==> src/hw/tirq_pkg.sv <==
package tirq_pkg;
  // ****************************************
  // register map
  // ****************************************
  localparam logic [11:0] TIRQ_RX_STATUS_ADDR = 12'h000;
  localparam logic [11:0] TIRQ_TX_UNMASK_ADDR = 12'h004;
  localparam logic [11:0] TIRQ_RX_UNMASK_ADDR = 12'h008;
  localparam logic [11:0] TIRQ_TX_STATUS_ADDR = 12'h00C;
  localparam logic [11:0] TIRQ_COUNT_ADDR = 12'h010;
  localparam logic [11:0] TIRQ_CONTROL_ADDR = 12'h014;
  localparam logic [11:0] TIRQ_SNAP8_ADDR = 12'h018;
  localparam logic [11:0] TIRQ_SNAP32_ADDR = 12'h01C;
  // ****************************************
  // field positions of the receive status, the more-pending bit and the fifo reset control bit
  // ****************************************
  localparam int TIRQ_BIT_RX_COUNT = 7;
  localparam int TIRQ_BIT_SHORT_OK = 6;
  localparam int TIRQ_BIT_LONG_OK = 5;
  localparam int TIRQ_BIT_OVERRUN = 4;
  localparam int TIRQ_BIT_BYTE_AVAIL = 3;
  localparam int TIRQ_BIT_DELIM = 2;
  localparam int TIRQ_BIT_BUSY = 1;
  localparam int TIRQ_BIT_ANT_LOCK = 0;
  localparam int TIRQ_BIT_MORE = 5;
  localparam int TIRQ_BIT_FIFO_RESET = 0;
  // ****************************************
  // reset values
  // ****************************************
  localparam logic [7:0] TIRQ_RX_STATUS_RST = 8'h04;
  localparam logic [7:0] TIRQ_TX_STATUS_RST = 8'h21;
  localparam logic [7:0] TIRQ_UNMASK_RST = 8'h00;
  localparam logic [15:0] TIRQ_LIMIT_RST = 16'h0000;
  localparam logic [31:0] TIRQ_ZERO_WORD = 32'h0000_0000;
endpackage : tirq_pkg

==> src/hw/tirq_w1c_bit.sv <==
`timescale 1ns/100ps
// one sticky status bit: set wins over write-one clear
module tirq_w1c_bit
  import tirq_pkg::*;
#(
  parameter logic RST_VAL = 1'b0
) (
  input wire logic pclk, // clock
  input wire logic presetn, // async reset, low
  input wire logic set_i, // hardware event
  input wire logic clr_i, // software write of one
  output logic flag_o // sticky flag
);
  typedef struct packed {
    logic flag;
  } tirq_bit_t;
  tirq_bit_t st_q, st_d;

  // set has priority so an event is not lost
  always_comb begin
    st_d = st_q;
    if (clr_i) begin
      st_d.flag = 1'b0;
    end
    if (set_i) begin
      st_d.flag = 1'b1;
    end
  end

  always_ff @(posedge pclk or negedge presetn) begin
    if (!presetn) begin
      st_q <= '{flag: RST_VAL};
    end else begin
      st_q <= st_d;
    end
  end

  assign flag_o = st_q.flag;
endmodule : tirq_w1c_bit

==> src/hw/tirq_count_match.sv <==
`timescale 1ns/100ps
// receive byte counter with limit compare and snapshot on check events
module tirq_count_match
  import tirq_pkg::*;
(
  input wire logic pclk, // clock
  input wire logic presetn, // async reset, low
  input wire logic fifo_reset_i, // fifo reset, clears count
  input wire logic byte_i, // one byte written to fifo
  input wire logic [15:0] limit_i, // programmed limit
  input wire logic snap8_i, // short check good
  input wire logic snap32_i, // long check good
  output logic [15:0] count_o, // current count
  output logic [15:0] snap8_o, // count at short check good
  output logic [15:0] snap32_o, // count at long check good
  output logic reached_o // one-cycle pulse at limit
);
  typedef struct packed {
    logic [15:0] cnt;
    logic [15:0] s8;
    logic [15:0] s32;
    logic hit;
  } tirq_cnt_t;
  tirq_cnt_t st_q, st_d;

  // counting continues past the limit; only the fifo reset stops it
  always_comb begin
    st_d = st_q;
    st_d.hit = 1'b0;
    if (fifo_reset_i) begin
      st_d.cnt = TIRQ_LIMIT_RST;
    end else if (byte_i) begin
      st_d.cnt = st_q.cnt + 16'h0001;
      st_d.hit = (st_q.cnt + 16'h0001) == limit_i;
    end
    if (snap8_i) begin
      st_d.s8 = st_q.cnt;
    end
    if (snap32_i) begin
      st_d.s32 = st_q.cnt;
    end
  end

  always_ff @(posedge pclk or negedge presetn) begin
    if (!presetn) begin
      st_q <= '0;
    end else begin
      st_q <= st_d;
    end
  end

  assign count_o = st_q.cnt;
  assign snap8_o = st_q.s8;
  assign snap32_o = st_q.s32;
  assign reached_o = st_q.hit;
endmodule : tirq_count_match

==> src/hw/tirq_rx_irq.sv <==
// Local design decisions: the address map and the APB register port.
`timescale 1ns/100ps
// ****************************************
// receive interrupt status and unmask block
// ****************************************
// Behaviour
// writing one to a receive status bit clears it
// writing zero leaves a status bit unchanged
// masked bits still set but raise no interrupt
// bit 7 sets when receive byte count reaches the limit
// reaching the limit does not stop counting; fifo reset does
// bit 6 sets on short check good, count latched
// bit 5 sets on long check good, count latched
// bit 4 sets on receive fifo overrun
// bit 3 sets while fifo holds a byte
// bit 2 sets when start delimiter found
// receive status resets to zero except bit 2 at one
// bit 1 sets while channel busy is one
// bit 0 sets from antenna diversity stop indication
// antenna lock means diversity switching has ceased
// first unmask bits enable first status bits
// second unmask bits enable receive status bits
// first unmask layout: busy change down to tx byte needed
// second unmask layout: rx count down to antenna lock
// both unmask registers reset to zero
// more pending reflects third register only
// interrupt while any status bit and its unmask are set
// set wins over a same-cycle clear
module tirq_rx_irq
  import tirq_pkg::*;
(
  input wire logic pclk, // clock, 25 MHz
  input wire logic presetn, // async reset, low
  input wire logic psel, // apb select
  input wire logic penable, // apb access phase
  input wire logic pwrite, // apb write
  input wire logic [11:0] paddr, // apb byte address
  input wire logic [31:0] pwdata, // apb write data
  output logic [31:0] prdata, // apb read data
  output logic pready, // apb ready
  output logic pslverr, // apb error on unmapped
  input wire logic rx_byte_written, // byte entered rx fifo
  input wire logic short_check_ok, // short crc good pulse
  input wire logic long_check_ok, // long crc good pulse
  input wire logic rx_fifo_overrun, // fifo overrun pulse
  input wire logic rx_byte_available, // fifo not empty level
  input wire logic start_delimiter_found, // delimiter pulse
  input wire logic channel_busy, // cca busy level
  input wire logic antenna_stop, // diversity stop indication
  input wire logic [7:0] tx_event, // first register set events
  input wire logic [7:0] third_irq_pending, // third register bits
  output logic rx_fifo_reset, // fifo reset control
  output logic antenna_locked, // diversity has ceased
  output logic irq // processor interrupt, high
);
  import tirq_pkg::*;

  // ****************************************
  // state
  // ****************************************
  typedef struct packed {
    logic [7:0] tx_unmask;
    logic [7:0] rx_unmask;
    logic [15:0] limit;
    logic fifo_reset;
    logic [31:0] rdata;
    logic irq;
  } tirq_state_t;
  tirq_state_t st_q, st_d;

  logic [7:0] rx_status;
  logic [7:0] tx_status;
  logic [7:0] rx_set;
  logic [7:0] tx_set;
  logic [7:0] rx_clr;
  logic [7:0] tx_clr;
  logic [15:0] count;
  logic [15:0] snap8;
  logic [15:0] snap32;
  logic count_hit;
  logic wr_en;
  logic rd_en;
  logic addr_ok;

  // apb answers with zero wait states
  assign wr_en = psel && penable && pwrite;
  assign rd_en = psel && !penable && !pwrite;
  assign pready = 1'b1;
  always_comb begin
    unique case (paddr)
      TIRQ_RX_STATUS_ADDR, TIRQ_TX_UNMASK_ADDR, TIRQ_RX_UNMASK_ADDR,
      TIRQ_TX_STATUS_ADDR, TIRQ_COUNT_ADDR, TIRQ_CONTROL_ADDR,
      TIRQ_SNAP8_ADDR, TIRQ_SNAP32_ADDR: addr_ok = 1'b1;
      default: addr_ok = 1'b0;
    endcase
  end
  assign pslverr = psel && penable && !addr_ok;

  // ****************************************
  // receive event sources
  // ****************************************
  always_comb begin
    rx_set = 8'h00;
    rx_set[TIRQ_BIT_RX_COUNT] = count_hit;
    rx_set[TIRQ_BIT_SHORT_OK] = short_check_ok;
    rx_set[TIRQ_BIT_LONG_OK] = long_check_ok;
    rx_set[TIRQ_BIT_OVERRUN] = rx_fifo_overrun;
    rx_set[TIRQ_BIT_BYTE_AVAIL] = rx_byte_available;
    rx_set[TIRQ_BIT_DELIM] = start_delimiter_found;
    rx_set[TIRQ_BIT_BUSY] = channel_busy;
    rx_set[TIRQ_BIT_ANT_LOCK] = antenna_stop;
  end

  // more pending only ever follows the third register
  always_comb begin
    tx_set = tx_event;
    tx_set[TIRQ_BIT_MORE] = |third_irq_pending;
  end

  // write-one clears, zero bits leave flags alone
  assign rx_clr = (wr_en && paddr == TIRQ_RX_STATUS_ADDR) ?
                  pwdata[7:0] : 8'h00;
  assign tx_clr = (wr_en && paddr == TIRQ_TX_STATUS_ADDR) ?
                  pwdata[7:0] : 8'h00;

  // ****************************************
  // status flags, one per bit
  // ****************************************
  genvar gi;
  generate
    for (gi = 0; gi < 8; gi++) begin : g_flag
      tirq_w1c_bit #(.RST_VAL(TIRQ_RX_STATUS_RST[gi])) u_rx (
        .pclk(pclk),
        .presetn(presetn),
        .set_i(rx_set[gi]),
        .clr_i(rx_clr[gi]),
        .flag_o(rx_status[gi])
      );
      tirq_w1c_bit #(.RST_VAL(TIRQ_TX_STATUS_RST[gi])) u_tx (
        .pclk(pclk),
        .presetn(presetn),
        .set_i(tx_set[gi]),
        .clr_i(tx_clr[gi]),
        .flag_o(tx_status[gi])
      );
    end
  endgenerate

  // ****************************************
  // byte counter and check snapshots
  // ****************************************
  tirq_count_match u_cnt (
    .pclk(pclk),
    .presetn(presetn),
    .fifo_reset_i(st_q.fifo_reset),
    .byte_i(rx_byte_written),
    .limit_i(st_q.limit),
    .snap8_i(short_check_ok),
    .snap32_i(long_check_ok),
    .count_o(count),
    .snap8_o(snap8),
    .snap32_o(snap32),
    .reached_o(count_hit)
  );

  // ****************************************
  // registers, read data and interrupt
  // ****************************************
  always_comb begin
    st_d = st_q;
    if (wr_en) begin
      unique case (paddr)
        TIRQ_TX_UNMASK_ADDR: st_d.tx_unmask = pwdata[7:0];
        TIRQ_RX_UNMASK_ADDR: st_d.rx_unmask = pwdata[7:0];
        TIRQ_COUNT_ADDR: st_d.limit = pwdata[15:0];
        TIRQ_CONTROL_ADDR: st_d.fifo_reset = pwdata[TIRQ_BIT_FIFO_RESET];
        default: ;
      endcase
    end
    // read data sampled in setup so it is stable during access
    if (rd_en) begin
      unique case (paddr)
        TIRQ_RX_STATUS_ADDR: st_d.rdata = {24'h00_0000, rx_status};
        TIRQ_TX_UNMASK_ADDR: st_d.rdata = {24'h00_0000, st_q.tx_unmask};
        TIRQ_RX_UNMASK_ADDR: st_d.rdata = {24'h00_0000, st_q.rx_unmask};
        TIRQ_TX_STATUS_ADDR: st_d.rdata = {24'h00_0000, tx_status};
        TIRQ_COUNT_ADDR: st_d.rdata = {count, st_q.limit};
        TIRQ_CONTROL_ADDR: st_d.rdata = {31'h0000_0000, st_q.fifo_reset};
        TIRQ_SNAP8_ADDR: st_d.rdata = {16'h0000, snap8};
        TIRQ_SNAP32_ADDR: st_d.rdata = {16'h0000, snap32};
        default: st_d.rdata = TIRQ_ZERO_WORD;
      endcase
    end
    // masked bits stay visible but never reach the core
    st_d.irq = |(rx_status & st_q.rx_unmask) |
               |(tx_status & st_q.tx_unmask);
  end

  always_ff @(posedge pclk or negedge presetn) begin
    if (!presetn) begin
      st_q <= '{tx_unmask: TIRQ_UNMASK_RST, rx_unmask: TIRQ_UNMASK_RST,
                limit: TIRQ_LIMIT_RST, fifo_reset: 1'b0,
                rdata: TIRQ_ZERO_WORD, irq: 1'b0};
    end else begin
      st_q <= st_d;
    end
  end

  assign prdata = st_q.rdata;
  assign irq = st_q.irq;
  assign rx_fifo_reset = st_q.fifo_reset;
  // lock flag held means switching stopped, pll may track
  assign antenna_locked = rx_status[TIRQ_BIT_ANT_LOCK];
endmodule : tirq_rx_irq

==> config.mk <==
export PLATFORM = sky130hd
export DESIGN_NAME = tirq_rx_irq
export DESIGN_NICKNAME = d
export VERILOG_FILES = /design/src/hw/tirq_pkg.sv /design/src/hw/tirq_w1c_bit.sv /design/src/hw/tirq_count_match.sv /design/src/hw/tirq_rx_irq.sv
export SDC_FILE = /design/constraint.sdc
export NUM_CORES = 1
export LEC_CHECK = 0
export ABC_CLOCK_PERIOD_IN_PS = 3000
export BUFFER_PORTS_ARGS = -buffer_cell sky130_fd_sc_hd__buf_2
export CAP_MARGIN = 20
export CORE_MARGIN = 1
export CORE_UTILIZATION = 61
export CTS_CLUSTER_SIZE = 40
export DETAILED_ROUTE_END_ITERATION = 7
export HOLD_SLACK_MARGIN = 0.1
export PLACE_DENSITY = 0.9
export SETUP_SLACK_MARGIN = 0.05
export SLEW_MARGIN = 0
export SYNTH_ARGS = -nofsm -noshare
export SYNTH_HDL_FRONTEND = slang
export SYNTH_SLANG_ARGS = --single-unit
==> constraint.sdc <==
create_clock -name pclk -period 3 [get_ports pclk]
set_input_delay 0.15 -clock pclk [delete_from_list [all_inputs] [get_ports pclk]]
set_output_delay 0.15 -clock pclk [all_outputs]
set_load 0.005 [all_outputs]
# == Word level (Yosys, flattened, before mapping) ==
# Memories as Yosys holds them, arrays and structs flattened.
# Index checks and enable logic that the tools add are counted.
# Widths: inputs -> output; s select.
# op_classes
add_sub_neg,1
eq_ne,8
mux,40
n_bitwise,3
reduce_logical,36
# op_table
op,n
$pmux 32 s8,1
$eq 12x5->1 const B,4
$mux 1,35
$reduce_bool 2->1,17
$mux 16,2
$eq 12x4->1 const B,2
$reduce_or 8->1,3
$add 16x1->16 const B,1
$and 8x8->8,2
$eq 16x16->1,1
$mux 8,2
$eq 12x3->1 const B,1
$logic_not 12->1,1
$reduce_and 2->1,4
$logic_and 1x1->1,7
$logic_not 7->1,1
$logic_not 1->1,3
$or 1x1->1,1
# totals
ff_bits,131
mem_bits_ro,32
inputBits,73
output_inout_bits,37
word_cells,115
mem_count,1
# memory_table
name,words,width,read_ports,rd_clocked_by_memory_dff,write_ports,line_no,rtl
(name not given),32,1,1,0,0,tirq_rx_irq.sv:90,unique case (paddr)

# == Logic depth before layout (Yosys ltp) ==
# Gate-level depths: netlist of the first run.
# logic_depth
depth_word,6
depth_mapped,8
mapped_depth_nobuf,7

# == Hierarchy ==
# From an unflattened synthesis of the first run, not the netlist that was laid out.
# hier_totals
cells_unflattened,581
hier_area_um2,6561.3
# modules_own_cells
mod,n_inst,cells_per_inst,area_per_inst_um2,seq_area_each_um2
tirq_rx_irq,1,316,3539.6,1651.6
tirq_count_match,1,217,2437.3,1226.2
tirq_w1c_bit (g_flag[0].u_rx ...),13,3,36.3,25.0
tirq_w1c_bit (g_flag[0].u_tx ...),3,3,37.5,26.3

# == Worst setup path before layout of the first run ==
# Ideal clock, no wire load.
# synth_path
kind,reg2reg
start,register u_cnt.st_q (netlist bit u_cnt.count_o[1])
end,register u_cnt.st_q (netlist bit u_cnt.reached_o)
setup_time_ns,0.096
t_arrival_ns,1.858
t_required_ns,2.904
slack_ns,1.047
stages_incl_launch_ff,7
n_path_buf,0
synth_period_minus_slack_ns,1.953
path_cell_list,dfrtp_1 ha_1 nand4_4 or4_4 o31ai_2 a31oi_1 nor4_2
# synth_lines
item,line_no,rtl
"start, declared",tirq_count_match.sv:24,"tirq_cnt_t st_q, st_d;"
"start signal, assigned",tirq_count_match.sv:48,st_q <= st_d;

# == Worst setup path after layout of the first run ==
# layout_path
start,input third_irq_pending[6]
end,register g_flag[5].u_tx.st_q
# layout_via
elab_chain_cells,2
word_cells_on_any_way,3
cone_classes,mux (1); reduce/logical (2)
# layout_lines
item,line_no,rtl
"start, declared",tirq_rx_irq.sv:51,"input wire logic [7:0] third_irq_pending,"
$reduce_or 8->1 *,tirq_rx_irq.sv:117,tx_set[TIRQ_BIT_MORE] = |third_irq_pending;
$mux 1 or $reduce_bool 2->1 (tied branches),-,
"end signal, assigned",tirq_w1c_bit.sv:32,st_q <= '{flag: RST_VAL};
"end signal, assigned",tirq_w1c_bit.sv:34,st_q <= st_d;
"end, declared",tirq_w1c_bit.sv:17,"tirq_bit_t st_q, st_d;"
# Every way passes the cells marked *; elsewhere a longest branch is shown, timed or not.
# A chain may end at the register's enable or synchronous reset.

==> key figures, run 1 <==
Setup path
  – Endpoint class of the critical path: flop
  – Maximum cell stage delay along the critical path: 580 ps
  – Crit-path max FO: 1
  – Critical path arrival: 2850 ps
  – Type of the worst setup path: input port to flop
  – Gate family responsible for the most delay along the worst path: buffers and inverters
  – WP buf/inv: 5
  – CP most frequent cell: sky130_fd_sc_hd__dlygate4sd3_1
  – Setup crit start kind: input port
  – Worst path cell trace: dlygate4sd3_1 > buf_2 > nor4_1 > dlygate4sd3_1 > nand2_1 > dlygate4sd3_1 > a21o_1 > dlygate4sd3_1
  – Required time at the worst-slack endpoint: 3450 ps
  – Critical-path top delay cell: sky130_fd_sc_hd__dlygate4sd3_1

Routing
  – Residual DRC: 0
  – Final antenna-violating net count: 0
  – Post-Route WL: 17.6 mm
  – Drt initial violations: 470
  – Overall via count from detail_route: 5251
  – Final routed wire length divided by cell count: 21.2 um
  – Detailed Routing Iterations Pass 1: 8
  – Number of vias per cell: 6.32

Final layout
  – Net count of the finished layout: 755
  – Finished Core Util: 0.757
  – Area taken by multi-input logic gates: 2850 um2
  – Design area: 7850 um2
  – Share of cells above drive strength 1: 0.270
  – Layout filler cell count: 599
  – Final Non-Filler Cells: 831
  – Flip-flop and latch area: 3280 um2
  – Signed area change from the synthesized netlist to the final layout: 19.5%

STA
  – Worst hold margin: 141 ps
  – Fmax: 417 MHz
  – Clock skew: 8.44 ps
  – Hold Vio Cnt, Final: 0
  – Setup violation total in the final timing report: 0
  – Setup TNS Final: 0 ps
  – Max-slew violation count: 0
  – Unrepaired setup endpoints after global routing: false
  – Worst slew margin relative to its limit: 0.539
  – Period Utilization, post-route: 0.799
  – Post-layout minimum cycle time: 2400 ps
  – Slew of the pin with the lowest slew margin: 691 ps

Synth
  – Top_reg_cell synth: sky130_fd_sc_hd__dfrtp_1
  – Mean area per synthesized cell: 11.1 um2
  – Syn nets: 664
  – List of most frequent post-synthesis cells: sky130_fd_sc_hd__dfrtp_1, sky130_fd_sc_hd__nor2_1, sky130_fd_sc_hd__nand2_1
  – Leading post-synthesis cells by cell area: sky130_fd_sc_hd__dfrtp_1, sky130_fd_sc_hd__mux2_2, sky130_fd_sc_hd__mux2_1, sky130_fd_sc_hd__buf_4, sky130_fd_sc_hd__nor2_1
  – Fraction of synthesized cell area taken by the top area cell type: 0.488
  – Proportion of register bits with asynchronous set or reset after synthesis: 1.00
  – Number of enable-type register cells in the synthesized netlist: 0
  – Flop and latch count out of synthesis: 131
  – Most instantiated library cell after synthesis: sky130_fd_sc_hd__dfrtp_1
  – Share of synthesized area occupied by flip-flops and latches: 0.500
  – Post-synthesis instance total: 590
  – Netlist area before placement: 6570 um2
  – Number of distinct library cells after synthesis: 55
  – Total number of yosys warnings: 0
  – Cell accounting for the most synthesized area: sky130_fd_sc_hd__dfrtp_1

Clock network
  – Root Buffer: sky130_fd_sc_hd__clkbuf_8
  – Clock sink count: 131
  – Cts bufs inserted: 17
  – Clock slew at the register clock pins of the worst setup and hold paths: 60 ps
  – TritonCTS clock tree: yes
  – H-tree depth: 4
  – CTS Buffer Depth: 2
  – Clk Latency, worst-skew pair: 530 ps
  – Setup fix buffers added after clock tree synthesis: 0

Floorplan
  – IO Pins: 110
  – Die extent in x: 106 um
  – Core outline area: 10400 um2
  – Die span in y: 106 um
  – Die Footprint: 11200 um2
  – # rows: 37
  – Initial standard-cell utilization of the core: 0.633

GRT
  – Vias in the first global route: 5472
  – Remaining Overflow, GRT: 0
  – Antenna violations before repair: 1
  – Total GRT Usage: 0.332
  – Maximum number of pins on one net before global-route repair: 85
  – Wire length of the first global-routing pass: 28.1 mm

Flow run
  – Maximum Capacitance Violations: 0

Hold path
  – Type of the worst min-delay path: input port to flop

Placed design
  – HPWL reported at the end of detailed placement: 10.8 mm
  – Number of cells in the design after placement: 751
  – Count of input and output buffers: 91
  – Last weighted congestion value of the routability-driven placer: 0.863
  – Placement-stage cell area: 6830 um2

Outcome
  – Status: completed

Power and ir drop
  – Pwr per Cell Area: 603 nW/um2
  – Max VDD drop: 0.000519 V
  – Leakage power of the design: 3.65 nW
-- cell usage in the layout (no fill, tap or decap), drive strengths merged, types with 3 or more instances in the layout --
cell	netlist	final
a22o	24	24
xnor2	15	15
nor2	59	59
clkinv	0	5
mux4	6	6
dfrtp	128	128
and2	4	4
nor4	3	3
buf	56	98
nand4	6	6
clkbuf	16	22
a221oi	7	7
o31ai	8	8
nor3	5	5
clkinvlp	0	3
nand2	45	45
and3	7	7
a21oi	20	20
xor2	14	14
mux2i	16	16
nand3	18	18
mux2	65	65
dlygate4sd3	0	46
a21o	16	16
inv	3	3
a31oi	4	4
dfstp	3	3
o21ai	18	18
-- per-stage QoR --
| step | total power [W] | setup slack, ps |
|---|---|---|
| after floorplan | 0.00259 | 1050 |
| after global placement | 0.00273 | 813 |
| after detailed placement | 0.00278 | 751 |
| after CTS | 0.00472 | 683 |
| after global routing | 0.00490 | 493 |
| final | 0.00473 | 602 |
-- layout make-up --
cell class                 instances  area share
antenna                            2    0.000638
clock buffer                      22      0.0590
clock inverter                     9      0.0104
inverter                           3     0.00144
multi-input combinational        384       0.363
sequential                       131       0.418
tap                              136      0.0217
timing repair buffer             144       0.126
-- state kept, by name, summed over array words and instances (netlist names) --
register and cells:
g_flag.u_rx.flag_o 8, g_flag.u_tx.flag_o 8, irq 1, prdata 32
rx_fifo_reset 1, st_q 32, u_cnt.count_o 16, u_cnt.reached_o 1
u_cnt.snap32_o 16, u_cnt.snap8_o 16
-- what timing repair did --
action,CTS,global route
hold buffers,46,0
hold endpoints to repair,99,0
gates resized for setup,0,0
-- cells by family (layout without fill, tap and decap cells) --
kind of cell    after synthesis  in the layout  synth area share
simple gates                161            161             0.122
buf+inv                      75            178            0.0667
flops                       131            131             0.500
mux                          87             87             0.156
fa+ha+maj                     1              1           0.00191
other cells                   1              3          0.000571
compound gates              105            105             0.114
xor+xnor                     29             29            0.0387
-- worst reg2reg max path, stage by stage (launching register included) --
cell and delay [ps]:
sky130_fd_sc_hd__dfrtp_1 510, sky130_fd_sc_hd__ha_1 380, sky130_fd_sc_hd__nand4_4 190, sky130_fd_sc_hd__or4_4 570, sky130_fd_sc_hd__o31ai_2 230, sky130_fd_sc_hd__a31oi_1 80
sky130_fd_sc_hd__nor4_2 220
-- path summary, 6_finish.rpt --
path	slack (ps)	end	from	cells after the start
min in group asynchronous	190	u_cnt.count_o[12]	presetn	2
max reg2reg	730	u_cnt.reached_o	u_cnt.count_o[0]	6
min	140	g_flag[6].u_rx.flag_o	short_check_ok	2
min reg2reg	480	prdata[13]	prdata[13]	2
max	600	g_flag[5].u_tx.flag_o	third_irq_pending[6]	8
max in group asynchronous	1930	g_flag[0].u_tx.flag_o	presetn	3
-- layer usage --
layer | track usage | up-vias | routed length (um)
li1 | - | 2253 | -
met1 | 0.380 | 2559 | 6310
met2 | 0.558 | 349 | 8940
met3 | 0.0798 | 90 | 1360
met4 | 0.209 | 0 | 969
met5 | 0 | - | 0
-- power by group --
group          switching [W]  internal [W]
clock network       0.000753       0.00115
logic               0.000344      0.000327
registers           0.000233       0.00192
total                0.00133       0.00340
Note: power is estimated with default switching activity, not from simulation.
==> run 2: changes to the inputs <==
- ABC_CLOCK_PERIOD_IN_PS: 3000 -> 2080
- CORE_UTILIZATION: 61 -> 51
- PLACE_DENSITY: 0.9 -> 0.8
- clock period: 3 -> 2.08 ns (I/O delays scaled with it)
==> run 2 against run 1 <==
  * Die area increased by 19%
  * Register-to-register slack worse by 620 ps
  * Worst hold slack better by 22 ps
  * Global-route usage is 5.9 points lower
  * Design area rose by 3.1%
  * Critical path type is now flop to flop
  * Final cell count up 6.3%
  * First-iteration DRC count grew 11%
  * Total power increased by 52%
  * Highest routed layer unchanged
  * Non-clock buffer count is 17 higher
  * Via count down 2.5%
  * Clock skew is 1.4 ps lower
==> key figures, run 2 (synthesis gave the netlist of run 1 again) <==
Outcome
  – Status: completed

Final layout
  – Share of cells above drive strength 1: 0.301 (+0.0311)
  – Signed area change from the synthesized netlist to the final layout: 23.2%
  – Net count of the finished layout: 772 (+2.3%)
  – Count of antenna diodes in the layout: 0 (-2)
  – Top library cells by usage in the layout, fill and taps aside: sky130_fd_sc_hd__dfrtp_1, sky130_fd_sc_hd__buf_2, sky130_fd_sc_hd__nor2_1
  – Most frequent standard cell in the layout excluding fill and tap cells: sky130_fd_sc_hd__dfrtp_1
  – Finished Core Util: 0.643 (-0.113)
  – Design area: 8090 um2 (+3.1%)
  – Layout filler cell count: 910 (+52%)

STA
  – Setup violation total in the final timing report: 0 (unchanged)
  – Max-slew violation count: 0 (unchanged)
  – Worst slew margin relative to its limit: 0.610 (+0.0704)
  – Period Utilization, post-route: 0.946
  – Slew of the pin with the lowest slew margin: 585 ps (-106 ps)
  – Post-layout minimum cycle time: 1970 ps
  – Hold Vio Cnt, Final: 0 (unchanged)
  – Fmax: 508 MHz
  – Unrepaired setup endpoints after global routing: false
  – Clock skew: 7.02 ps (-1.42 ps)
  – Worst Setup Slack, final: 113 ps (-489 ps)

Hold path
  – Type of the worst min-delay path: input port to flop
  – Count of cells along the worst hold path: 4 (+2)

Clock network
  – TritonCTS clock tree: yes
  – CTS Buffer Depth: 2 (unchanged)
  – Clock slew at the register clock pins of the worst setup and hold paths: 60 ps (about the same)
  – Root Buffer: sky130_fd_sc_hd__clkbuf_16
  – Clk Latency, worst-skew pair: 420 ps (-110 ps)
  – Cts bufs inserted: 17 (unchanged)
  – H-tree depth: 4 (unchanged)
  – Clock sink count: 131 (unchanged)

Routing
  – Final antenna-violating net count: 0 (unchanged)
  – Residual DRC: 0 (unchanged)
  – Detailed Routing Iterations Pass 1: 6 (-2)
  – Post-Route WL: 16.9 mm (-4.2%)
  – Number of vias per cell: 5.80 (-8.3%)
  – Drt initial violations: 524 (+11%)
  – Overall via count from detail_route: 5118 (-2.5%)
  – Final routed wire length divided by cell count: 19.1 um (-9.8%)

Setup path
  – Startpoint of the worst register-to-register path: u_cnt.count_o[0]
  – Type of the worst setup path: flop to flop
  – Endpoint class of the critical path: flop
  – Worst path cell trace: buf_4 > and2_4 > and3_2 > xnor2_1 > o2111a_1 > o221ai_1 > nor4_2
  – R2R cell count: 7 (+1)
  – Source of the critical timing path: u_cnt.count_o[0]
  – Critical-path top delay cell: sky130_fd_sc_hd__dfrtp_1
  – Maximum cell stage delay along the critical path: 410 ps (-170 ps)
  – Crit-path max FO: 7 (+6)
  – Worst reg2reg setup slack: 110 ps (-620 ps)
  – Timing endpoint of the critical path: u_cnt.reached_o
  – Setup crit start kind: flop
  – Endpoint of the worst-slack reg-to-reg timing path: u_cnt.reached_o
  – Required time at the worst-slack endpoint: 2410 ps (-1040 ps)
  – Gate family responsible for the most delay along the worst path: simple AND/OR/NAND/NOR gates
  – Critical path arrival: 2290 ps (-560 ps)
  – Total stage count of the critical path: 7 (-1)
  – WP buf/inv: 1 (-4)

GRT
  – Wire length of the first global-routing pass: 27.1 mm (-3.6%)
  – Total GRT Usage: 0.272 (-0.0593)
  – Remaining Overflow, GRT: 0 (unchanged)
  – Maximum number of pins on one net before global-route repair: 47 (-45%)
  – Vias in the first global route: 5295 (-3.2%)
  – Antenna violations before repair: 0 (-1)

Flow run
  – Maximum Capacitance Violations: 0 (unchanged)

Floorplan
  – # rows: 41 (+11%)
  – Core outline area: 12600 um2 (+21%)
  – Die span in y: 115 um (+9.2%)
  – IO Pins: 110 (unchanged)
  – Die Footprint: 13300 um2 (+19%)
  – Die extent in x: 115 um (+9.2%)
  – Initial standard-cell utilization of the core: 0.522 (-0.111)

Placed design
  – Placement-stage cell area: 7030 um2 (+2.9%)
  – Last weighted congestion value of the routability-driven placer: 0.889 (+3.1%)
  – Setup WS pre-CTS: -3.15 ps (-755 ps)
  – HPWL reported at the end of detailed placement: 11.3 mm (+4.3%)
  – Count of input and output buffers: 91 (unchanged)

Power and ir drop
  – Pwr per Cell Area: 887 nW/um2 (+47%)
  – Leakage power of the design: 3.75 nW (+2.9%)
  – Max VDD drop: 0.000586 V (+13%)
## run 2: cell types whose count changed in the layout (fill, tap and decap cells not counted), moves of 2 or more
| cell | change |
|---|---|
| sky130_fd_sc_hd__buf_4 | +19 |
| sky130_fd_sc_hd__dfrtp_1 | -2 |
| sky130_fd_sc_hd__dfrtp_2 | +2 |
| sky130_fd_sc_hd__diode_2 | -2 |
| sky130_fd_sc_hd__dlygate4sd3_1 | -3 |
## run 2: where the power goes
part | internal (W) | switching, W | total (W)
combinational | 0.000598 | 0.000643 | 0.00124
clock | 0.00182 | 0.00113 | 0.00296
sequential | 0.00278 | 0.000199 | 0.00298
## run 2: through the flow
stage	power, W	hold slack [ps]	instances	TNS (ps)
after floorplan	0.00374	-192	590	0
after global placement	0.00405	122	806	0
after detailed placement	0.00412	140	806	-3.15
after CTS	0.00713	149	882	0
after global routing	0.00746	182	883	0
final	0.00718	163	883	0
## run 2: worst min path at each step
stage | startpoint | end
2_1_floorplan | presetn | g_flag[0].u_rx.flag_o
3_3_place_gp | presetn | prdata[26]
3_5_place_dp | presetn | prdata[26]
4_1_cts | rx_byte_written | u_cnt.count_o[0]
5_1_grt | long_check_ok | g_flag[5].u_rx.flag_o
6_report | rx_byte_written | u_cnt.count_o[0]
## run 2: worst reg2reg max path: stages, from the launching register on
cell,delay [ps]
sky130_fd_sc_hd__dfrtp_1,410
sky130_fd_sc_hd__buf_4,180
sky130_fd_sc_hd__and2_4,180
sky130_fd_sc_hd__and3_2,270
sky130_fd_sc_hd__xnor2_1,200
sky130_fd_sc_hd__o2111a_1,220
sky130_fd_sc_hd__o221ai_1,140
sky130_fd_sc_hd__nor4_2,280
## run 2: per-layer routing
| layer | up-vias | global-route usage | share of wire |
|---|---|---|---|
| met1 | 2546 | 0.319 | 0.40 |
| met4 | 0 | 0.124 | 0.034 |
| met5 | - | 0 | 0 |
| met2 | 236 | 0.468 | 0.51 |
| li1 | 2284 | - | - |
| met3 | 52 | 0.0737 | 0.058 |
## run 2: what timing repair did
| item | in CTS | in global routing |
|---|---|---|
| setup buffers | 0 | 1 |
| endpoints found under the setup margin | 1 | 2 |
| hold buffers | 44 | 0 |
| endpoints found under the hold margin | 88 | 0 |
| pin swaps | 0 | 2 |
| gates resized for setup | 1 | 5 |
## run 2: final cells by class
class / count / area (um2) / area share
tap: 172 / 215 / 0.0266
timing repair buffer: 161 / 1120 / 0.139
multi-input combinational: 384 / 2870 / 0.354
clock inverter: 12 / 131 / 0.0162
clock buffer: 20 / 457 / 0.0565
sequential: 131 / 3280 / 0.406
inverter: 3 / 11.3 / 0.00139
==> run 3: changes to the inputs <==
- CORE_UTILIZATION: 51 -> 49
- PLACE_DENSITY: 0.8 -> 0.78
==> run 3 against run 2 <==
  * Fmax increased by 0.26%
  * Utilization decreased by 1.0 points
  * Routed wire length decreased by 3.5%
  * Critical path depth decreased by 1
  * Count of clock-buffer cells in the layout increased by 3
  * Clock skew increased by 3.9 ps
  * Global-route usage decreased by 2.0 points
  * Largest cell class unchanged
  * Largest power group is now clock
==> key figures, run 3 (synthesis gave the netlist of run 1 again) <==
Outcome
  – Status: completed

GRT
  – Total GRT Usage: 0.253 (-0.0198)
  – Wire length of the first global-routing pass: 27.2 mm (+0.41%)
  – Maximum number of pins on one net before global-route repair: 132 (+180%)
  – Antenna violations before repair: 1 (+1)
  – Remaining Overflow, GRT: 0 (unchanged)
  – Vias in the first global route: 5286 (-0.17%)

Routing
  – Overall via count from detail_route: 5045 (-1.4%)
  – Post-Route WL: 16.3 mm (-3.5%)
  – Drt initial violations: 349 (-33%)
  – Final routed wire length divided by cell count: 18.3 um (-4.0%)
  – Detailed Routing Iterations Pass 1: 7 (+1)
  – Final antenna-violating net count: 0 (unchanged)
  – Residual DRC: 0 (unchanged)
  – Number of vias per cell: 5.69 (-1.9%)

Clock network
  – Clock sink count: 131 (unchanged)
  – Clock slew at the register clock pins of the worst setup and hold paths: 60 ps (about the same)
  – H-tree depth: 4 (unchanged)
  – TritonCTS clock tree: yes
  – CTS Buffer Depth: 2 (unchanged)
  – Root Buffer: sky130_fd_sc_hd__clkbuf_16
  – Clk Latency, worst-skew pair: 430 ps (about the same)
  – Cts bufs inserted: 17 (unchanged)

Setup path
  – Crit-path max FO: 7 (unchanged)
  – R2R cell count: 6 (-1)
  – Maximum cell stage delay along the critical path: 580 ps (+170 ps)
  – Type of the worst setup path: flop to flop
  – Startpoint of the worst register-to-register path: u_cnt.count_o[1]
  – Worst reg2reg setup slack: 120 ps (about the same)
  – Setup crit start kind: flop
  – Endpoint class of the critical path: flop
  – Critical-path top delay cell: sky130_fd_sc_hd__or4_4
  – Required time at the worst-slack endpoint: 2400 ps (about the same)
  – Worst path cell trace: ha_4 > nand4_4 > or4_4 > o31ai_2 > a31oi_1 > nor4_2
  – Endpoint of the worst-slack reg-to-reg timing path: u_cnt.reached_o
  – Critical path arrival: 2280 ps (about the same)

Floorplan
  – Die span in y: 118 um (+2.0%)
  – Initial standard-cell utilization of the core: 0.512 (-0.0104)
  – Die extent in x: 118 um (+2.0%)
  – IO Pins: 110 (unchanged)
  – Core outline area: 12800 um2 (+2.0%)
  – Die Footprint: 13900 um2 (+4.0%)
  – # rows: 41 (unchanged)

Final layout
  – Top library cells by usage in the layout, fill and taps aside: sky130_fd_sc_hd__dfrtp_1, sky130_fd_sc_hd__buf_2, sky130_fd_sc_hd__nor2_1
  – Design area: 8120 um2 (+0.45%)
  – Layout filler cell count: 970 (+6.6%)
  – Final Non-Filler Cells: 887 (+0.45%)
  – Net count of the finished layout: 775 (+0.39%)
  – Signed area change from the synthesized netlist to the final layout: 23.7%
  – Share of cells above drive strength 1: 0.298 (-0.00267)
  – Most frequent standard cell in the layout excluding fill and tap cells: sky130_fd_sc_hd__dfrtp_1

Hold path
  – Type of the worst min-delay path: input port to flop
  – Count of cells along the worst hold path: 4 (unchanged)
  – Worst min-delay path endpoint: u_cnt.count_o[0]
  – Worst hold path startpoint: rx_byte_written

Placed design
  – Count of input and output buffers: 91 (unchanged)
  – Last weighted congestion value of the routability-driven placer: 0.837 (-5.9%)
  – HPWL reported at the end of detailed placement: 10.8 mm (-4.7%)
  – Number of cells in the design after placement: 805 (-0.12%)
  – Placement-stage cell area: 7010 um2 (-0.28%)

Power and ir drop
  – Leakage power of the design: 3.79 nW (+0.84%)
  – Max VDD drop: 0.000619 V (+5.5%)
  – Pwr per Cell Area: 896 nW/um2 (+0.98%)

Flow run
  – Maximum Capacitance Violations: 0 (unchanged)

STA
  – Max-slew violation count: 0 (unchanged)
  – Slew of the pin with the lowest slew margin: 689 ps (+104 ps)
  – Worst slew margin relative to its limit: 0.540 (-0.0695)
  – Clock skew: 10.9 ps (+3.91 ps)
  – Period Utilization, post-route: 0.943 (-0.00241)
  – Hold Vio Cnt, Final: 0 (unchanged)
  – Fmax: 510 MHz (+0.26%)
  – Setup TNS Final: 0 ps (unchanged)
  – Setup violation total in the final timing report: 0 (unchanged)
  – Unrepaired setup endpoints after global routing: true
  – Post-layout minimum cycle time: 1960 ps (-5.02 ps)
## run 3: changes by cell type in the layout (fill, tap and decap cells not counted), moves of 2 or more
cell / change
sky130_fd_sc_hd__buf_4: +2
sky130_fd_sc_hd__clkbuf_1: +2
sky130_fd_sc_hd__dfrtp_2: -2
sky130_fd_sc_hd__buf_6: +2
sky130_fd_sc_hd__dfrtp_1: +2
sky130_fd_sc_hd__clkinvlp_4: -2
## run 3: how the worst max path moves through the flow
stage,from,end,slack [ps],cells after the start
finish,u_cnt.count_o[1],u_cnt.reached_o,120,6
global route,u_cnt.count_o[1],u_cnt.reached_o,2,6
CTS,u_cnt.count_o[0],u_cnt.reached_o,80,7
detailed placement,u_cnt.count_o[0],u_cnt.reached_o,30,6
global placement,u_cnt.count_o[0],u_cnt.reached_o,120,6
floorplan,u_cnt.count_o[1],u_cnt.reached_o,130,6
## run 3: timing repair
item	CTS	global route
hold buffers	44	0
gates cloned	0	0
endpoints found under the hold margin	177	0
pin swaps	0	6
setup buffers	0	5
gates resized for setup	2	6
endpoints found under the setup margin	1	1
## run 3: per-stage QoR
stage | setup WS, ps | power [W] | utilization | hold WS [ps]
after floorplan | 127 | 0.00374 | - | -192
after global placement | 116 | 0.00406 | 0.546 | 257
after detailed placement | 29.3 | 0.00412 | 0.546 | 274
after CTS | 77.8 | 0.00726 | 0.629 | 150
after global routing | 1.59 | 0.00759 | 0.633 | 187
final | 118 | 0.00728 | 0.633 | 172
## run 3: layer usage
layer  global-route usage  wire [um]  part of all wire
met5                    0          0                 0
met4                0.117        449             0.028
met3               0.0586        903             0.056
met2                0.427       8300              0.51
met1                0.306       6600              0.41
## run 3: layout make-up
type                    instances  area [um2]  area share
diodes                          1        2.50    0.000308
clock buffers                  23         478      0.0588
clock inverters                 9         129      0.0159
inverters                       3        11.3     0.00139
multi-input cells             384        2870       0.353
flip-flops and latches        131        3280       0.404
well taps                     172         215      0.0265
repair buffers                164        1140       0.140
## run 3: critical path: cells and delay by family (launching register included)
family          cells  cell delay [ps]
compound gates      2              300
simple gates        3              950
fa+ha+maj           1              200
flops               1              410
## run 3: power by group
group          internal (W)  leakage (nW)  total [W]  switching, W
Combinational      0.000625          1.78    0.00127      0.000650
Clock               0.00197         0.293    0.00305       0.00107
Sequential          0.00278          1.71    0.00296      0.000178
